File: config.mk
export PLATFORM = sky130hd
export DESIGN_NAME = rtc_core
export DESIGN_NICKNAME = d
export VERILOG_FILES = /design/src/core/rtc_core.v
export VERILOG_INCLUDE_DIRS = /design/src /design/src/core
export SDC_FILE = /design/constraint.sdc
export NUM_CORES = 1
export LEC_CHECK = 0
export BUFFER_PORTS_ARGS = -buffer_cell sky130_fd_sc_hd__buf_2
export CAP_MARGIN = 20
export CORE_MARGIN = 2
export CORE_UTILIZATION = 45
export DETAILED_ROUTE_END_ITERATION = 10
export REMOVE_ABC_BUFFERS = 1
export SYNTH_ARGS = -nofsm -noshare
export SYNTH_HDL_FRONTEND = slang
export SYNTH_SLANG_ARGS = --single-unit
File: constraint.sdc
create_clock -name clock -period 2.1 [get_ports clock]
set_clock_uncertainty 0.05 [all_clocks]
set_input_delay 0.105 -clock clock [delete_from_list [all_inputs] [get_ports clock]]
set_output_delay 0.105 -clock clock [all_outputs]
set_load 0.02 [all_outputs]
File: src/core/rtc_defines.vh
// constants for the rtc status flags and time counters
`ifndef RTC_DEFINES_VH
`define RTC_DEFINES_VH
// register addresses
`define ADDR_SECONDS 4'h0
`define ADDR_MINUTES 4'h1
`define ADDR_HOURS 4'h2
`define ADDR_WEEKDAY 4'h3
`define ADDR_CTRL1 4'hE
`define ADDR_STATUS 4'hF
// status_flags_control bit positions
`define ST_THRESH 7
`define ST_SUPPLY_LOW 6
`define ST_OSC_OK 5
`define ST_POWER_UP 4
`define ST_CLK_DIS_A 3
`define ST_PERIODIC 2
`define ST_WEEKLY 1
`define ST_DAILY 0
// control register 1 bit positions
`define C1_WEEKLY_EN 7
`define C1_DAILY_EN 6
`define C1_MODE24 5
`define C1_CLK_DIS_B 4
`define C1_PERIOD_LSB 0
// field masks and values
`define MASK_SEC 8'h7F
`define MASK_HOUR 8'h3F
`define MASK_WDAY 8'h07
`define MASK_CTRL1 8'hF7
`define BCD_59 8'h59
`define BCD_09 4'h9
`define BCD_00 8'h00
`define HOUR_23 8'h23
`define HOUR_PM11 8'h31
`define HOUR_AM11 8'h11
`define HOUR_AM12 8'h12
`define HOUR_PM12 8'h32
`define HOUR_PM1 8'h21
`define HOUR_AM1 8'h01
`define WDAY_LAST 3'h6
// time figures
`define CRYSTAL_HZ 32768
`define CLOCK_HZ 10000000
`define ALARM_DELAY_NS 61000
`define CLOCK_PERIOD_NS 100
// periodic modes: top bit marks level mode
`define PER_OFF 3'h0
`define PER_LOW 3'h1
`define PER_2HZ 3'h2
`define PER_1HZ 3'h3
`define PER_SEC 3'h4
`define PER_MIN 3'h5
`define PER_HOUR 3'h6
`endif

File: src/core/rtc_core.v
// rtc status flags, control bits and seconds/minutes/hours/weekday counters
`timescale 1ns/1ps
`include "rtc_defines.vh"

//
// Operation
// - once supply-low is set, monitor stops and flag holds 1
// - writing 0 clears supply-low and restarts monitor; 1 does nothing
// - oscillator halt clears oscillation-ok; it stays 0 until rewritten
// - oscillation-ok reads back and stores written 0 or 1
// - power-up flag sets on supply ramp from zero, holds until cleared
// - power-up flag forces control bits except osc-ok and itself to 0
// - power-up flag clears only by writing 0; writing 1 ignored
// - clock out runs unless both clock-out disable bits are 1
// - periodic flag reads 1 while periodic interrupt drives pin low
// - level mode: writing 0 releases pin until next cycle; 1 ignored
// - enabled alarm flag sets about 61 us after time match
// - writing 0 clears alarm flag, releasing pin until next match
// - alarm flag reads 0 while its enable is 0
// - seconds count bcd 00..59, carry to minutes on wrap
// - minutes count bcd 00..59, carry to hours on wrap
// - hours give day carry at pm11->am12 or 23->00
// - any seconds write resets sub-second prescaler
// - weekday counts 0..6 on day carry, then wraps to 0
// - weekday values carry no fixed meaning in the device
// - mode bit 0 gives 12-hour with pm bit 5; 1 gives 24-hour
module rtc_core #(
    parameter PRESCALE = 15 // sub-second divider stages
) (
    input wire clock, // 10 mhz system clock
    input wire rst, // synchronous reset, high
    input wire crystal_clk, // 32.768 khz crystal clock
    input wire power_on_event, // supply ramped up from zero
    input wire supply_low_det, // supply below threshold
    input wire osc_halt_det, // oscillator halt sensed
    input wire weekly_match, // weekly alarm compare hit
    input wire daily_match, // daily alarm compare hit
    input wire wr_en, // register write strobe
    input wire [3:0] wr_addr, // register write address
    input wire [7:0] wr_data, // register write data
    input wire [3:0] rd_addr, // register read address
    output reg [7:0] rd_data, // registered read data
    output reg irq_pin_n, // interrupt pin, low active
    output reg crystal_clock_out, // gated 32 khz output
    output reg supply_threshold_select, // monitor threshold select
    output reg supply_monitor_on, // monitor running
    output reg day_carry // one-cycle day carry pulse
);

    localparam integer ALARM_CYC =
        (`ALARM_DELAY_NS + `CLOCK_PERIOD_NS - 1) / `CLOCK_PERIOD_NS;
    localparam [9:0] ALARM_CYC_W = ALARM_CYC[9:0];

    // ************************************************************
    // input synchronisers
    // ************************************************************
    reg [5:0] sync1_q;
    reg [5:0] sync2_q;
    reg xtal_prev_q;
    // two flops on each of the six sensed inputs; the host port is not synchronised
    always @(posedge clock) begin
        if (rst) begin
            sync1_q <= 6'h00;
            sync2_q <= 6'h00;
            xtal_prev_q <= 1'b0;
        end else begin
            sync1_q <= {crystal_clk, power_on_event, supply_low_det,
                        osc_halt_det, weekly_match, daily_match};
            sync2_q <= sync1_q;
            xtal_prev_q <= sync2_q[5];
        end
    end
    wire xtal_s = sync2_q[5];
    wire pon_s = sync2_q[4];
    wire low_s = sync2_q[3];
    wire halt_s = sync2_q[2];
    wire wmatch_s = sync2_q[1];
    wire dmatch_s = sync2_q[0];
    wire xtal_tick = xtal_s & ~xtal_prev_q;

    // ************************************************************
    // registers and write decode
    // ************************************************************
    reg [6:0] sec_q;
    reg [6:0] min_q;
    reg [5:0] hour_q;
    reg [2:0] wday_q;
    reg [7:0] ctrl1_q;
    reg thresh_q, low_q, osc_ok_q, pon_q, dis_a_q;
    reg per_q, wflag_q, dflag_q;
    reg [PRESCALE-1:0] presc_q;
    reg wm_prev_q, dm_prev_q;
    reg [9:0] wdly_q, ddly_q;
    reg per_prev_q;
    wire wr_sec = wr_en & (wr_addr == `ADDR_SECONDS);
    wire wr_min = wr_en & (wr_addr == `ADDR_MINUTES);
    wire wr_hour = wr_en & (wr_addr == `ADDR_HOURS);
    wire wr_wday = wr_en & (wr_addr == `ADDR_WEEKDAY);
    wire wr_c1 = wr_en & (wr_addr == `ADDR_CTRL1);
    wire wr_st = wr_en & (wr_addr == `ADDR_STATUS);
    wire mode24 = ctrl1_q[`C1_MODE24];
    wire [2:0] per_mode = ctrl1_q[2:0];
    wire per_level = per_mode[2];

    // ************************************************************
    // prescaler and time counters
    // ************************************************************
    wire sec_tick = xtal_tick & (&presc_q);
    wire half_bit = presc_q[PRESCALE-1];
    wire sec_wrap = (sec_q == `BCD_59);
    wire min_wrap = (min_q == `BCD_59);
    wire [7:0] hour8 = {2'b00, hour_q};
    wire hour_wrap = mode24 ? (hour8 == `HOUR_23)
                            : (hour8 == `HOUR_PM11);
    wire min_carry = sec_tick & sec_wrap;
    wire hour_carry = min_carry & min_wrap;
    wire day_c = hour_carry & hour_wrap;

    // bcd increment of a 7-bit two-digit field
    function [6:0] bcd_inc;
        input [6:0] v;
        begin
            if (v[3:0] == `BCD_09)
                bcd_inc = {v[6:4] + 3'h1, 4'h0};
            else
                bcd_inc = {v[6:4], v[3:0] + 4'h1};
        end
    endfunction

    // next hour in 12 or 24 hour coding
    reg [7:0] hour_next;
    always @* begin
        hour_next = {1'b0, bcd_inc({1'b0, hour_q})};
        if (hour_wrap)
            hour_next = `BCD_00;
        if (!mode24) begin
            if (hour8 == `HOUR_AM11)
                hour_next = `HOUR_PM12; // noon turns the pm bit on
            else if (hour8 == `HOUR_AM12)
                hour_next = `HOUR_AM1;
            else if (hour8 == `HOUR_PM11)
                hour_next = `HOUR_AM12;
            else if (hour8 == `HOUR_PM12)
                hour_next = `HOUR_PM1;
        end
    end

    // counters; host write overrides the count
    always @(posedge clock) begin
        if (rst) begin
            presc_q <= {PRESCALE{1'b0}};
            sec_q <= 7'h00;
            min_q <= 7'h00;
            hour_q <= 6'h12;
            wday_q <= 3'h0;
        end else begin
            if (wr_sec)
                presc_q <= {PRESCALE{1'b0}};
            else if (xtal_tick)
                presc_q <= presc_q + 1'b1;
            if (wr_sec)
                sec_q <= wr_data[6:0];
            else if (sec_tick)
                sec_q <= sec_wrap ? 7'h00 : bcd_inc(sec_q);
            if (wr_min)
                min_q <= wr_data[6:0];
            else if (min_carry)
                min_q <= min_wrap ? 7'h00 : bcd_inc(min_q);
            if (wr_hour)
                hour_q <= wr_data[5:0];
            else if (hour_carry)
                hour_q <= hour_next[5:0];
            if (wr_wday)
                wday_q <= wr_data[2:0];
            else if (day_c)
                wday_q <= (wday_q == `WDAY_LAST) ? 3'h0
                                                 : wday_q + 3'h1;
        end
    end

    // ************************************************************
    // periodic interrupt source
    // ************************************************************
    reg per_src;
    always @* begin
        case (per_mode)
            `PER_OFF: per_src = 1'b0;
            `PER_LOW: per_src = 1'b1;
            `PER_2HZ: per_src = presc_q[PRESCALE-2];
            `PER_1HZ: per_src = half_bit;
            `PER_SEC: per_src = sec_tick;
            `PER_MIN: per_src = min_carry;
            `PER_HOUR: per_src = hour_carry;
            default: per_src = day_c;
        endcase
    end
    wire pulse_mode = ~per_level;
    wire per_set = per_level & per_src & ~per_prev_q;

    // ************************************************************
    // status flags and control registers
    // ************************************************************
    wire wm_set = (wdly_q == ALARM_CYC_W);
    wire dm_set = (ddly_q == ALARM_CYC_W);
    always @(posedge clock) begin
        if (rst) begin
            ctrl1_q <= 8'h00;
            thresh_q <= 1'b0;
            low_q <= 1'b0;
            osc_ok_q <= 1'b0;
            pon_q <= 1'b1;
            dis_a_q <= 1'b0;
            per_q <= 1'b0;
            wflag_q <= 1'b0;
            dflag_q <= 1'b0;
            wm_prev_q <= 1'b0;
            dm_prev_q <= 1'b0;
            wdly_q <= 10'h000;
            ddly_q <= 10'h000;
            per_prev_q <= 1'b0;
        end else begin
            wm_prev_q <= wmatch_s;
            dm_prev_q <= dmatch_s;
            per_prev_q <= per_src;
            // alarm delay timers start on a rising match
            if (wmatch_s & ~wm_prev_q)
                wdly_q <= 10'h001;
            else if (wdly_q != 10'h000 && !wm_set)
                wdly_q <= wdly_q + 10'h001;
            else
                wdly_q <= 10'h000;
            if (dmatch_s & ~dm_prev_q)
                ddly_q <= 10'h001;
            else if (ddly_q != 10'h000 && !dm_set)
                ddly_q <= ddly_q + 10'h001;
            else
                ddly_q <= 10'h000;
            if (wr_c1)
                ctrl1_q <= wr_data & `MASK_CTRL1;
            if (wr_st) begin
                thresh_q <= wr_data[`ST_THRESH];
                dis_a_q <= wr_data[`ST_CLK_DIS_A];
                osc_ok_q <= wr_data[`ST_OSC_OK];
                if (!wr_data[`ST_SUPPLY_LOW])
                    low_q <= 1'b0;
                if (!wr_data[`ST_POWER_UP])
                    pon_q <= 1'b0;
                if (!wr_data[`ST_PERIODIC] && per_level)
                    per_q <= 1'b0;
                if (!wr_data[`ST_WEEKLY])
                    wflag_q <= 1'b0;
                if (!wr_data[`ST_DAILY])
                    dflag_q <= 1'b0;
            end
            // set conditions follow the host writes so they win over them
            if (low_s & ~low_q)
                low_q <= 1'b1;
            if (halt_s)
                osc_ok_q <= 1'b0;
            if (per_set)
                per_q <= 1'b1;
            if (wm_set & ctrl1_q[`C1_WEEKLY_EN])
                wflag_q <= 1'b1;
            if (dm_set & ctrl1_q[`C1_DAILY_EN])
                dflag_q <= 1'b1;
            if (!ctrl1_q[`C1_WEEKLY_EN])
                wflag_q <= 1'b0;
            if (!ctrl1_q[`C1_DAILY_EN])
                dflag_q <= 1'b0;
            if (pon_s)
                pon_q <= 1'b1;
            // power-up forces control bits clear
            if (pon_q | pon_s) begin
                ctrl1_q <= 8'h00;
                thresh_q <= 1'b0;
                low_q <= 1'b0;
                dis_a_q <= 1'b0;
                per_q <= 1'b0;
                wflag_q <= 1'b0;
                dflag_q <= 1'b0;
            end
        end
    end

    // pulse-mode flag follows the pin level directly
    wire per_low = pulse_mode ? (per_mode == `PER_LOW) |
        ((per_mode != `PER_OFF) & ~per_src) : per_q;
    wire [7:0] status_rd = {thresh_q, low_q, osc_ok_q, pon_q, dis_a_q,
                            per_low, wflag_q, dflag_q};

    // ************************************************************
    // read data and pins
    // ************************************************************
    always @(posedge clock) begin
        if (rst) begin
            rd_data <= 8'h00;
            irq_pin_n <= 1'b1;
            crystal_clock_out <= 1'b1;
            supply_threshold_select <= 1'b0;
            supply_monitor_on <= 1'b1;
            day_carry <= 1'b0;
        end else begin
            case (rd_addr)
                `ADDR_SECONDS: rd_data <= {1'b0, sec_q};
                `ADDR_MINUTES: rd_data <= {1'b0, min_q};
                `ADDR_HOURS: rd_data <= {2'b00, hour_q};
                `ADDR_WEEKDAY: rd_data <= {5'h00, wday_q};
                `ADDR_CTRL1: rd_data <= ctrl1_q;
                `ADDR_STATUS: rd_data <= status_rd;
                default: rd_data <= 8'h00;
            endcase
            irq_pin_n <= ~(per_low | wflag_q | dflag_q);
            crystal_clock_out <= (dis_a_q & ctrl1_q[`C1_CLK_DIS_B])
                                 ? 1'b1 : xtal_s;
            supply_threshold_select <= thresh_q;
            supply_monitor_on <= ~low_q;
            day_carry <= day_c;
        end
    end

endmodule // rtc_core

==> summary by stage <==
Logic synthesis
The library cell with the largest summed area after synthesis is sky130_fd_sc_hd__dfxtp_1. The sequential cell area fraction in the yosys report is 40.54%. After synthesis the netlist holds a flip-flop and latch count of 102. For this run, the leading register cell type out of synthesis is sky130_fd_sc_hd__dfxtp_1.

The average cell area after synthesis is 8.611 um2. Yosys attributes the largest share of cell area to sky130_fd_sc_hd__dfxtp_1 (41%), sky130_fd_sc_hd__nor2_1 (7.0%), sky130_fd_sc_hd__mux2i_1 (5.0%), sky130_fd_sc_hd__ha_1 (4.5%), sky130_fd_sc_hd__xor2_1 (3.3%). The fraction of synthesized cell area taken by the top area cell type is 40.54%. Yosys printed 0 warnings. The count of flip-flops with a built-in enable after synthesis is 0. The synthesized instance count is 585.

For this run, asynchronously set or reset flops after synthesis account for 0%. The number of distinct library cells after synthesis is 60. The cell area that synthesis handed to floorplanning was 0.005037 mm2.

Power and ir drop
The portion of total power attributed to combinational logic is 7.2%. The internal portion of the total power is 2.686 mW. The static power due to leakage is 2.324 nW. The switching part of the total is 24.16%. The portion of total power attributed to the clock network is 36.6%. The total power consumption of the routed design is 3.542 mW.

The highest ir drop seen on vdd is 0.4061 mV. The switching power summed over all nets is 0.8559 mW. Power spread over the standard cell area amounts to 587.1 mW/mm2.

The portion of total power attributed to sequential cells is 56.1%.

Clock tree
The tree built by TritonCTS fans out to 102 sinks. The later pin in the worst-skew pair is clocked with a latency of 370 ps. The clock buffer count from CTS is 9.

The cell sitting at the root of the clock tree is a sky130_fd_sc_hd__clkbuf_8. The largest buffer count on any clock path is 2. TritonCTS built the clock tree.

The clock tree synthesis step divided the H-tree into 3 levels. The register clock-pin slew on the reported worst setup and hold paths is 90 ps.

Worst setup path
On the critical path the largest part of the delay comes from simple AND/OR/NAND/NOR gates. The critical register-to-register path startpoint is hour_q[4]. The critical path is of the reg2reg type. Data on the critical path is required at its endpoint by 2340 ps.

STA classifies the critical path endpoint as a flip-flop. Traced cell by cell, the critical path runs through ha_4 > or3b_4 > a2111oi_4 > and4_4 > nand4b_1 > a311oi_1. Of all nets on the critical path, the largest fanout is 4.

STA classifies the critical path startpoint as a flip-flop. Counting cells, the worst reg-to-reg path comes to 6. The endpoint of the lowest-slack register-to-register path is wday_q[2]. The register-to-register setup slack is 3 ps. The data arrival at the endpoint of the critical path is 2340 ps. The number of buffers and inverters on the critical path is 0. The library cell contributing the largest single delay on the critical path is sky130_fd_sc_hd__a2111oi_4.

The longest individual stage delay on the worst path is 400 ps.

Timing
The number of pins with negative max-slew slack in the final report is 0. The share of the cycle needed by the critical path after routing is 99.87%. The timing-limited maximum frequency is 0.4768 GHz. The count of final hold-check violations came to 0. For the pin with the worst max-slew slack, the measured transition is 632.5 ps. The number of setup violations in the final report is 0. Headroom to the max-slew limit came out at 57.55%.

Setup slack on the critical path of the routed design comes to 2.832 ps. Setup repair after global routing could not meet its margin everywhere. The clock period could shrink to 2097 ps.

Place
After legalization and detailed placement, the total HPWL measured 9.386 mm. Prior to clock tree synthesis, the placed netlist has a worst setup slack of -81.42 ps. In this run the cell area measured after placement is 0.005567 mm2. The routability congestion estimate is 0.8936. During placement, the flow inserted port buffers numbering 37.

The instance count after placement with tap cells included is 773.

Die
38 I/O pins were placed. After floorplanning, the core was sized to cover 0.01089 mm2. The die is 109.8 um wide. In this run the vertical extent of the chip is 109.8 um.

For this configuration, the core starts out at a cell density of 46.27%. The floorplan die area is 0.01206 mm2. After floorplanning, the core was divided into 38 placement rows.

Hold path
In this run the most critical hold path is launched from wr_data[3]. The path class of the tightest hold or removal check is in2reg. The capture endpoint of the worst hold path is min_q[3]. The number of cells on the worst hold path is 3.

Layout
Of the cells placed in the final design, the portion with a size suffix greater than 1 is 19.94%. The area growth from synthesis to layout is 19.77%. Measured on the finished design, the core utilization comes to 55.41%. 0 antenna diodes ended up in the layout. The final layout contains 705 nets.

The summed area of non-filler cells in the final layout is 0.006033 mm2. Excluding fillers, the count of instances in the completed layout stands at 807.

Routing
The final antenna-violating net count is 0. The routed wire length is 12.85 mm. After detailed routing, the number of remaining DRC violations is 0. Using the TritonRoute via totals, the vias-per-cell ratio works out to 5.602. The total iterations of the first detailed-routing run is 5. Dividing the detail-routed wire length by the instance count gives 15.93 um. The routed layout has 4521 vias. The DRC violation total after the first TritonRoute iteration is 359.

GRT
The via count of the first global-routing pass came to 4090. In the global route stage, overall resource usage came out at 22.08%. The remaining global-route overflow is 0. In this run the most used layer during global routing was met2.

The maximum number of pins on one net before global-route repair is 22. The global-route met2 utilization is 35.63%. The first global-routing pass estimated 20.68 mm of wire. The global routing met3 resource utilization is 4.090%. The initial antenna violation count was 0. The global-route track usage on met1 is 29.81%.

Outcome
The flow ran to the end, and the final reports show no timing, DRC or antenna violations.

Flow run
Across the run, the number of max-cap violations was 0.
-- how the worst max path moves through the flow --
stage                end        from  cells after the start  slack, ps
6_report       wday_q[2]   hour_q[4]                      6          3
5_1_grt        wday_q[2]   hour_q[4]                      6        -70
4_1_cts        wday_q[2]   hour_q[5]                      6        -30
3_5_place_dp   wday_q[2]   hour_q[4]                      6        -80
3_3_place_gp   wday_q[2]   hour_q[4]                      6        -20
2_1_floorplan   min_q[6]  presc_q[0]                      6        -60
-- worst register-to-register path: cells and delay by family, from the launching register on --
family,cells,cell delay [ps]
simple gates,3,820
flops,1,370
compound gates,2,650
fa+ha+maj,1,140
-- final cells by class --
type                    instances  area, um2
clock buffers                  11      151.4
repair buffers                 90      610.6
fillers                      1020       4855
flip-flops and latches        102       2049
well taps                     140      175.2
inverters                      25      93.84
clock inverters                 5      56.30
multi-input cells             434       2897
-- power by group through the flow --
stage	clock, mW	combinational [mW]	sequential [mW]
after floorplan	0	0.110	2.03
after global placement	0	0.236	2.03
after detailed placement	0	0.237	2.03
after CTS	1.33	0.251	1.99
after global routing	1.40	0.283	1.99
final	1.30	0.256	1.99
-- metrics by stage --
step / hold WS (ps) / setup TNS, ps
final: 33.36 / 0
after global routing: 32.51 / -356.2
after CTS: 25.68 / -44.16
after detailed placement: 269.4 / -212.8
after global placement: 261.6 / -27.39
after floorplan: 124.1 / -109.5
-- placed cells by master (no fill, tap or decap), drive strengths merged, types with 5 or more instances in the layout --
master,instances
a211oi,7
a21oi,17
a22o,5
a311oi,13
and2,5
and3,10
buf,82
clkbuf,11
dfxtp,102
dlygate4sd3,8
ha,18
inv,26
mux2i,25
nand2,31
nand3,32
nand4,15
nor2,94
nor2b,20
nor3,8
o21ai,30
o31ai,6
or3,8
xnor2,11
xor2,19
-- synth_stat cells (all sizes together) (3+ instances only) --
cell and n:
nor3b 3, nand2b 4, nand4b 3, nand2 31, nand4 15, or3b 3
o211ai 3, and3 10, a211oi 7, and4 4, nor2b 20, clkbuf 20
and2 5, o21ai 30, a311oi 13, nor3 8, a21oi 17, or3 8
o31ai 6, a31oi 3, ha 18, nor2 94, a22o 5, buf 4
nor4 4, dfxtp 102, a2111oi 3, inv 25, mux2i 25, xor2 19
nand3 32, xnor2 11
-- metal layers --
layer  vias up  wire (um)  share of wire (%)
li1       2236          -                  -
met1      2123       5804                 45
met2       136       6069                 47
met3        26        726                5.6
met4         0        252                2.0
met5         -          0                  0
-- flip-flops by register name (all words and copies together) (netlist names), 3 cells and up --
signal and flops:
presc_q 15, wday_q 3, hour_q 6, rd_data 8, ddly_q 10, sync2_q 6, min_q 7, ctrl1_q 7
wdly_q 10, sec_q 7, sync1_q 6
-- cell families (layout without fill, tap and decap cells) --
group                      after synthesis  after routing  share of synthesized area [%]
and+or+nand+nor                        255            255                          26.30
adders and majority gates               18             18                          4.471
DFF                                    102            102                          40.54
AOI/OAI and AO/OA                      104            104                          14.33
buffers and inverters                   49            131                          3.726
xor gates and xnor gates                30             30                          5.216
muxes                                   27             27                          5.415
-- what timing repair did --
item,CTS,global route
setup buffers,3,7
gates resized for setup,5,26
hold endpoints to repair,9,0
pin swaps,7,21
hold buffers,8,0
endpoints found under the setup margin,6,17
gates cloned,0,0
Power figures use the tool's default switching activity.
